===== config.mk =====
export PLATFORM = sky130hd
export DESIGN_NAME = hle_error_log
export DESIGN_NICKNAME = d
export VERILOG_FILES = /design/src/rtl/hle_pkg.sv /design/src/rtl/hle_error_log.sv
export VERILOG_INCLUDE_DIRS = /design/src /design/src/rtl
export SDC_FILE = /design/constraint.sdc
export NUM_CORES = 1
export LEC_CHECK = 0
export BUFFER_PORTS_ARGS = -buffer_cell sky130_fd_sc_hd__buf_2
export CELL_PAD_IN_SITES_DETAIL_PLACEMENT = 1
export CELL_PAD_IN_SITES_GLOBAL_PLACEMENT = 2
export CORE_MARGIN = 10
export CORE_UTILIZATION = 33
export DETAILED_ROUTE_END_ITERATION = 10
export PLACE_DENSITY_LB_ADDON = 0.1
export SYNTH_ARGS = -nofsm -noshare
export SYNTH_HDL_FRONTEND = slang
export SYNTH_SLANG_ARGS = --single-unit

===== constraint.sdc =====
create_clock -name pclk -period 3.2 [get_ports pclk]
set_input_delay 0.16 -clock pclk [delete_from_list [all_inputs] [get_ports pclk]]
set_output_delay 0.16 -clock pclk [all_outputs]
set_load 0.01 [all_outputs]

===== src/rtl/hle_defs.svh =====
`ifndef HLE_DEFS_SVH
`define HLE_DEFS_SVH

// ==========================================================
// Register indices; the byte address is four times the index.
`define HLE_IDX_FIRST 10'h050
`define HLE_IDX_NEXT 10'h052
`define HLE_IDX_SUPPRESS 10'h054
`define HLE_IDX_CTRL_EN 10'h058
`define HLE_IDX_MGMT_EN 10'h05a
`define HLE_IDX_GLB_FIRST 10'h040
`define HLE_IDX_GLB_NEXT 10'h044

// ==========================================================
// Error bit positions inside the unit logs.
`define HLE_BIT_TGT_ABORT 6
`define HLE_BIT_ENH_CFG 5
`define HLE_BIT_DATA_PAR 4
`define HLE_BIT_RANGE 3
`define HLE_BIT_INT_PAR 2
`define HLE_BIT_ILLEGAL 1
`define HLE_BIT_ADDR_PAR 0
`define HLE_ERR_MSB 6

// ==========================================================
// Global log bit positions and reset values.
`define HLE_GLB_FATAL_BIT 25
`define HLE_GLB_NONFATAL_BIT 11
`define HLE_RST_BYTE 8'h00
`define HLE_RST_ERR 7'h00
`define HLE_RST_GLB 2'h0
`define HLE_RST_WORD 32'h0000_0000

`endif


===== src/rtl/hle_pkg.sv =====
`include "hle_defs.svh"

package hle_pkg;
	typedef logic [7:0] hle_byte_t;
	typedef logic [`HLE_ERR_MSB:0] hle_err_t;
	typedef logic [1:0] hle_glb_t;
endpackage


===== src/rtl/hle_error_log.sv =====
// Function
// The first error goes to the first log; later errors go to next log.
// No new first-log bit is set until software clears the held one.
// Errors arriving in the same cycle as the first are all latched.
// Log bits survive reset; writing one clears, writing zero leaves alone.
// Bit 6: own hub-link cycle ended by target abort, non-fatal.
// Bit 5: enhanced configuration access aimed at legacy link, fatal.
// Bit 4: data phase parity error on the hub link, non-fatal.
// Bit 3: out-of-range address, including above 4G, fatal.
// Bit 2: internal parity error in the link bridge, non-fatal.
// Bit 1: illegal access arriving from the hub link, fatal.
// Bit 0: address or command parity error on the link, fatal.
// Next log holds all later errors, same bits, several at once.
// A masked error is neither logged anywhere nor reported.
// Mask bits match log bits, one masks, and survive reset.
// A set log bit with its enable sends a control interrupt message.
// Software enables at most one message type per error.
// Global next log matches global first layout, 32 bits, sticky, zero.
// Fatal errors set global bit 25, non-fatal ones global bit 11.
// Global first log keeps first fatal and non-fatal; later go next.
// Each message is a one-cycle request when a new log bit sets.
//
// Implementation choice: the APB register port.
`timescale 1ns/1ps
`default_nettype none
`include "hle_defs.svh"

module hle_error_log
	import hle_pkg::*;
(
	input wire logic pclk,
	input wire logic presetn,
	input wire logic por_n,
	input wire logic psel,
	input wire logic penable,
	input wire logic pwrite,
	input wire logic [11:0] paddr,
	input wire logic [31:0] pwdata,
	output logic [31:0] prdata,
	output logic pready,
	output logic pslverr,
	input wire logic [`HLE_ERR_MSB:0] hub_link_err_event,
	output logic control_interrupt_message,
	output logic management_interrupt_message
);

	// ==========================================================
	// Write-one-to-clear helper, shared by the first and next unit logs.
	function automatic hle_err_t w1c(input hle_err_t cur,
		input hle_err_t ones, input logic hit);
		w1c = hit ? (cur & ~ones) : cur;
	endfunction

	// ==========================================================
	// Storage. The logs and the mask sit on the power-on reset only,
	// so a platform reset leaves the error record readable afterwards.
	hle_err_t hub_link_first_error_log;
	hle_err_t hub_link_next_error_log;
	hle_err_t hub_link_error_suppress;
	hle_err_t hub_link_ctrl_irq_enable;
	hle_err_t hub_link_mgmt_irq_enable;
	hle_glb_t global_earliest_error_log;
	hle_glb_t global_later_error_log;

	// ==========================================================
	// Bus decode.
	logic [9:0] word_idx;
	logic apb_access;
	logic apb_done;
	logic wr_done;
	logic hit_first;
	logic hit_next;
	logic hit_supp;
	logic hit_ctrl;
	logic hit_mgmt;
	logic hit_gfirst;
	logic hit_gnext;
	logic hit_any;
	hle_err_t wr_err;
	hle_glb_t wr_glb;

	assign word_idx = paddr[11:2];
	assign apb_access = psel & penable;
	assign apb_done = apb_access & pready;
	assign wr_done = apb_done & pwrite;
	assign hit_first = (word_idx == `HLE_IDX_FIRST);
	assign hit_next = (word_idx == `HLE_IDX_NEXT);
	assign hit_supp = (word_idx == `HLE_IDX_SUPPRESS);
	assign hit_ctrl = (word_idx == `HLE_IDX_CTRL_EN);
	assign hit_mgmt = (word_idx == `HLE_IDX_MGMT_EN);
	assign hit_gfirst = (word_idx == `HLE_IDX_GLB_FIRST);
	assign hit_gnext = (word_idx == `HLE_IDX_GLB_NEXT);
	assign hit_any = hit_first | hit_next | hit_supp | hit_ctrl |
		hit_mgmt | hit_gfirst | hit_gnext;
	assign wr_err = pwdata[`HLE_ERR_MSB:0];
	assign wr_glb = {pwdata[`HLE_GLB_FATAL_BIT],
		pwdata[`HLE_GLB_NONFATAL_BIT]};

	// ==========================================================
	// Error classification.
	hle_err_t err_fatal;
	assign err_fatal[`HLE_BIT_TGT_ABORT] = 1'b0;
	assign err_fatal[`HLE_BIT_ENH_CFG] = 1'b1;
	assign err_fatal[`HLE_BIT_DATA_PAR] = 1'b0;
	assign err_fatal[`HLE_BIT_RANGE] = 1'b1;
	assign err_fatal[`HLE_BIT_INT_PAR] = 1'b0;
	assign err_fatal[`HLE_BIT_ILLEGAL] = 1'b1;
	assign err_fatal[`HLE_BIT_ADDR_PAR] = 1'b1;

	hle_err_t err_seen;
	logic first_empty;
	hle_err_t set_first;
	hle_err_t set_next;
	logic any_fatal;
	logic any_nonfatal;
	hle_glb_t glb_event;
	hle_glb_t set_gfirst;
	hle_glb_t set_gnext;

	// Masked events are dropped before any logging or reporting.
	assign err_seen = hub_link_err_event & ~hub_link_error_suppress;
	assign first_empty = (hub_link_first_error_log == `HLE_RST_ERR);
	// The whole same-cycle group lands in the first log together.
	assign set_first = first_empty ? err_seen : `HLE_RST_ERR;
	// Once a first bit is held, further events only reach the next log.
	assign set_next = first_empty ? `HLE_RST_ERR : err_seen;
	assign any_fatal = |(err_seen & err_fatal);
	assign any_nonfatal = |(err_seen & ~err_fatal);
	assign glb_event = {any_fatal, any_nonfatal};
	assign set_gfirst = glb_event & ~global_earliest_error_log;
	assign set_gnext = glb_event & global_earliest_error_log;

	// Set wins over a clear that lands in the same cycle.
	hle_err_t next_first;
	hle_err_t next_nerr;
	hle_glb_t next_gfirst;
	hle_glb_t next_gnext;
	assign next_first = w1c(hub_link_first_error_log, wr_err,
		wr_done & hit_first) | set_first;
	assign next_nerr = w1c(hub_link_next_error_log, wr_err,
		wr_done & hit_next) | set_next;
	assign next_gfirst = (global_earliest_error_log &
		~(wr_done & hit_gfirst ? wr_glb : `HLE_RST_GLB)) | set_gfirst;
	assign next_gnext = (global_later_error_log &
		~(wr_done & hit_gnext ? wr_glb : `HLE_RST_GLB)) | set_gnext;

	// Bits that turn from zero to one in either log this cycle.
	hle_err_t new_bits;
	assign new_bits = (next_first & ~hub_link_first_error_log) |
		(next_nerr & ~hub_link_next_error_log);

	// ==========================================================
	// Sticky state, reset only at power-on.
	always_ff @(posedge pclk or negedge por_n) begin
		if (!por_n) begin
			hub_link_first_error_log <= `HLE_RST_ERR;
			hub_link_next_error_log <= `HLE_RST_ERR;
			hub_link_error_suppress <= `HLE_RST_ERR;
			global_earliest_error_log <= `HLE_RST_GLB;
			global_later_error_log <= `HLE_RST_GLB;
		end else begin
			hub_link_first_error_log <= next_first;
			hub_link_next_error_log <= next_nerr;
			global_earliest_error_log <= next_gfirst;
			global_later_error_log <= next_gnext;
			if (wr_done && hit_supp) begin
				hub_link_error_suppress <= wr_err;
			end
		end
	end

	// ==========================================================
	// Message enables and message requests.
	always_ff @(posedge pclk or negedge presetn) begin
		if (!presetn) begin
			hub_link_ctrl_irq_enable <= `HLE_RST_ERR;
			hub_link_mgmt_irq_enable <= `HLE_RST_ERR;
			control_interrupt_message <= 1'b0;
			management_interrupt_message <= 1'b0;
		end else begin
			if (wr_done && hit_ctrl) begin
				hub_link_ctrl_irq_enable <= wr_err;
			end
			if (wr_done && hit_mgmt) begin
				hub_link_mgmt_irq_enable <= wr_err;
			end
			// Both enables are honoured; keeping them exclusive is software's job.
			control_interrupt_message <=
				|(new_bits & hub_link_ctrl_irq_enable);
			management_interrupt_message <=
				|(new_bits & hub_link_mgmt_irq_enable);
		end
	end

	// ==========================================================
	// APB slave with one wait state so that every output is a flop.
	logic [31:0] rd_mux;
	logic [31:0] glb_first_word;
	logic [31:0] glb_next_word;

	always_comb begin
		glb_first_word = `HLE_RST_WORD;
		glb_first_word[`HLE_GLB_FATAL_BIT] = global_earliest_error_log[1];
		glb_first_word[`HLE_GLB_NONFATAL_BIT] = global_earliest_error_log[0];
		glb_next_word = `HLE_RST_WORD;
		glb_next_word[`HLE_GLB_FATAL_BIT] = global_later_error_log[1];
		glb_next_word[`HLE_GLB_NONFATAL_BIT] = global_later_error_log[0];
	end

	assign rd_mux =
		hit_first ? {25'h0, hub_link_first_error_log} :
		hit_next ? {25'h0, hub_link_next_error_log} :
		hit_supp ? {25'h0, hub_link_error_suppress} :
		hit_ctrl ? {25'h0, hub_link_ctrl_irq_enable} :
		hit_mgmt ? {25'h0, hub_link_mgmt_irq_enable} :
		hit_gfirst ? glb_first_word :
		hit_gnext ? glb_next_word : `HLE_RST_WORD;

	always_ff @(posedge pclk or negedge presetn) begin
		if (!presetn) begin
			pready <= 1'b0;
			pslverr <= 1'b0;
			prdata <= `HLE_RST_WORD;
		end else begin
			pready <= apb_access & ~pready;
			pslverr <= apb_access & ~pready & ~hit_any;
			if (apb_access && !pready && !pwrite) begin
				prdata <= rd_mux;
			end
		end
	end

	// ==========================================================
	// Check helpers. They rebuild the rising log bits from stored copies,
	// so the message checks do not lean on the message logic itself.
	hle_err_t chk_first_q;
	hle_err_t chk_nerr_q;
	hle_err_t chk_ctrl_q;
	hle_err_t chk_mgmt_q;
	hle_err_t chk_rise;
	logic chk_live_q;

	always_ff @(posedge pclk) begin
		chk_first_q <= hub_link_first_error_log;
		chk_nerr_q <= hub_link_next_error_log;
		chk_ctrl_q <= hub_link_ctrl_irq_enable;
		chk_mgmt_q <= hub_link_mgmt_irq_enable;
		chk_live_q <= presetn;
	end

	assign chk_rise = (hub_link_first_error_log & ~chk_first_q) |
		(hub_link_next_error_log & ~chk_nerr_q);
endmodule

`default_nettype wire


==> impl_metrics.env <==
export IMPL_ys_ff_latch=52
export IMPL_clkLatencyLatePin_ns=0.31
export IMPL_ys_flop_type="dfrtp_1"
export IMPL_critPathLaunchType="register"
export IMPL_final_nets=387
export IMPL_overflow=0
export IMPL_fin_crit_ns=1.955
export IMPL_pwr_density_cell_nw_per_um2=386.0
export IMPL_yosys_warnings=0
export IMPL_hold_violations=0
export IMPL_cts_buffers=5
export IMPL_track_usage_pct=13.69
export IMPL_synthArstFlopShare_pct=100.0
export IMPL_grt_pass1_vias=2514
export IMPL_p_leak_nw=1.473
export IMPL_reg2reg_from="pready$_DFF_PN0_"
export IMPL_post_cts_buffers=0
export IMPL_drc=0
export IMPL_antenna_found_initial=0
export IMPL_clock_path_buffers=2
export IMPL_timing_setup_tns_ns=0
export IMPL_dieHeight_microns=113.6
export IMPL_yosys_cell_types_count=47
export IMPL_setup_worst_path_class="reg -> reg"
export IMPL_drv_slew=0
export IMPL_synth_edf_count=0
export IMPL_synth_mux_area_share_pct=10.52
export IMPL_antennaDiodeCount=0
export IMPL_synth_compound_area_share_pct=16.80
export IMPL_critPathRequiredTime_ns=3.46
export IMPL_setup_viol=0
export IMPL_synth_xor_area_share_pct=0
export IMPL_utilization_pct=37.42
export IMPL_ir_drop_mv=0.2073
export IMPL_cts_sinks=52
export IMPL_num_vias=2277
export IMPL_finalWorstSetupSlack_ns=1.245
export IMPL_grt_pass1_wl_microns=14220
export IMPL_design_die_area_sq_um=12900
export IMPL_area_growth_pct=11.87
export IMPL_synth_fa_ha_area_share_pct=0
export IMPL_avgSynthCellArea_sq_um=10.10
export IMPL_antenna_left=0
export IMPL_root_buffer="clkbuf_8"
export IMPL_core_sq_um=8636
export IMPL_startpoint="pready$_DFF_PN0_"
export IMPL_drtIter0Drc=69
export IMPL_maxCapViolCount=0
export IMPL_rows=34
export IMPL_hpwl_microns=6733
export IMPL_outcome="finished, final reports clean"
export IMPL_tightest_slew_ns=0.6675
export IMPL_drive_gt1_share_pct=24.77
export IMPL_ctsHoldBuffers=2
export IMPL_skew_ns=0.007903
export IMPL_cts_tree="done"
export IMPL_wl_per_cell_microns=20.12
export IMPL_period_share_pct=61.11
export IMPL_viasPerCell=5.187
export IMPL_die_x_microns=113.6
export IMPL_drt_total_wl_microns=8832
export IMPL_htreeDepth=2
export IMPL_yosys_area_share_simple_pct=19.75
export IMPL_start_util_pct=33.45
export IMPL_finalWeightedCongestion=0.7674
export IMPL_synthesis_area_sq_um=2889
export IMPL_syn_inst=286
export IMPL_dp_slack_ns=0.9560
export IMPL_io_buffers=44
export IMPL_cp_data_arrival_time_ns=2.21
export IMPL_finalPower_w=0.001247
export IMPL_synth_top_family_by_area="simple AND/OR/NAND/NOR gates"
export IMPL_ios=93
export IMPL_hold_class="in -> reg"
export IMPL_rsz0062_at_grt="false"
export IMPL_grt_max_degree=28
export IMPL_synth_seq_area_share_pct=45.04
export IMPL_relSlewSlack_pct=55.50
export IMPL_drtPass1Iterations=4
export IMPL_cts_resized=0
export IMPL_critPathMaxFanout=17
export IMPL_clk_pin_slew_ns=0.10
export IMPL_min_from="pwdata[25]"
export IMPL_end_kind="register"
export IMPL_fmax_mhz=511.4
==> Yosys cell counts, types with 3 or more instances <==
| cell type | n | share of area, % |
|---|---|---|
| nand3_1 | 4 | 0.69 |
| mux2i_1 | 9 | 3.1 |
| o211ai_1 | 3 | 0.78 |
| nor2b_1 | 6 | 1.3 |
| inv_1 | 4 | 0.52 |
| mux2_2 | 19 | 7.4 |
| a211oi_1 | 6 | 1.6 |
| nand2b_1 | 10 | 2.2 |
| nand2_1 | 35 | 4.5 |
| buf_4 | 23 | 6.0 |
| nor2_1 | 14 | 1.8 |
| o22ai_1 | 5 | 1.1 |
| a21oi_1 | 16 | 2.8 |
| dfrtp_1 | 52 | 45 |
| o2bb2ai_1 | 12 | 3.6 |
| nor3_1 | 6 | 1.0 |
| clkbuf_1 | 6 | 0.78 |
| o21ai_0 | 16 | 2.8 |
==> kinds of logic after synthesis <==
group | Yosys count
and+or+nand+nor | 96
AOI/OAI and AO/OA | 73
DFF | 52
buffers and inverters | 36
muxes | 28
other | 1
==> flip-flops by register name, indices dropped and copies added, names as in the netlist <==
| signal | cells |
|---|---|
| control_interrupt_message | 1 |
| global_earliest_error_log | 2 |
| global_later_error_log | 2 |
| hub_link_ctrl_irq_enable | 7 |
| hub_link_error_suppress | 7 |
| hub_link_first_error_log | 7 |
| hub_link_mgmt_irq_enable | 7 |
| hub_link_next_error_log | 7 |
| management_interrupt_message | 1 |
| prdata | 9 |
| pready | 1 |
| pslverr | 1 |
==> through the flow <==
stage	std cells	instance area, sq um	hold WS (ns)
2_1_floorplan	308	2972	-0.1356
3_3_place_gp	429	3126	0.2171
3_5_place_dp	429	3126	0.2184
4_1_cts	439	3232	0.02892
5_1_grt	439	3232	0.03670
6_report	439	3232	0.03543
==> where the power goes <==
| part | internal, W | leakage, nW | switching [W] |
|---|---|---|---|
| registers | 0.000679 | 0.633 | 0.0000192 |
| logic | 0.0000563 | 0.794 | 0.000100 |
| clock network | 0.000157 | 0.0456 | 0.000236 |
==> final timing paths <==
path	slack (ns)	depth (start not counted)	end
min	0.04	2	global_earliest_error_log[1]$_DFF_PN0_
max in group asynchronous	2.36	2	hub_link_ctrl_irq_enable[4]$_DFFE_PN0P_
max	1.24	4	prdata[0]$_DFFE_PN0P_
min in group asynchronous	0.40	2	prdata[6]$_DFFE_PN0P_
min reg2reg	0.49	2	prdata[25]$_DFFE_PN0P_
max reg2reg	1.24	4	prdata[0]$_DFFE_PN0P_
==> area by class of cell <==
| cell class | instances | area, sq um |
|---|---|---|
| well taps | 108 | 135.1 |
| fillers | 998 | 5404 |
| inverters | 4 | 15.01 |
| clock inverters | 2 | 13.76 |
| clock buffers | 6 | 72.57 |
| flip-flops and latches | 52 | 1301 |
| multi-input cells | 220 | 1446 |
| repair buffers | 47 | 247.7 |
==> worst max-delay path: stages (launching register included) <==
cell and delay [ns]:
dfrtp_1 0.45, or3_1 0.68, or4_4 0.56, a2bb2oi_1 0.15, nand2_1 0.08
==> layout by cell type, fill, tap and decap left out, types with 9 or more instances in the layout <==
cell type / count
dfrtp_1: 52
buf_2: 44
nand2_1: 35
conb_1: 23
mux2_2: 19
o21ai_0: 16
a21oi_1: 16
nor2_1: 14
o2bb2ai_1: 12
nand2b_1: 10
mux2i_1: 9
==> layer usage <==
layer,global-route usage (%),up-vias,routed length (microns)
met1,18.05,1137,4164
met2,22.34,54,4150
met4,2.538,0,57
li1,-,1082,-
met3,3.307,4,459
met5,0,-,0
No activity file was read; power rests on OpenSTA's default activity.
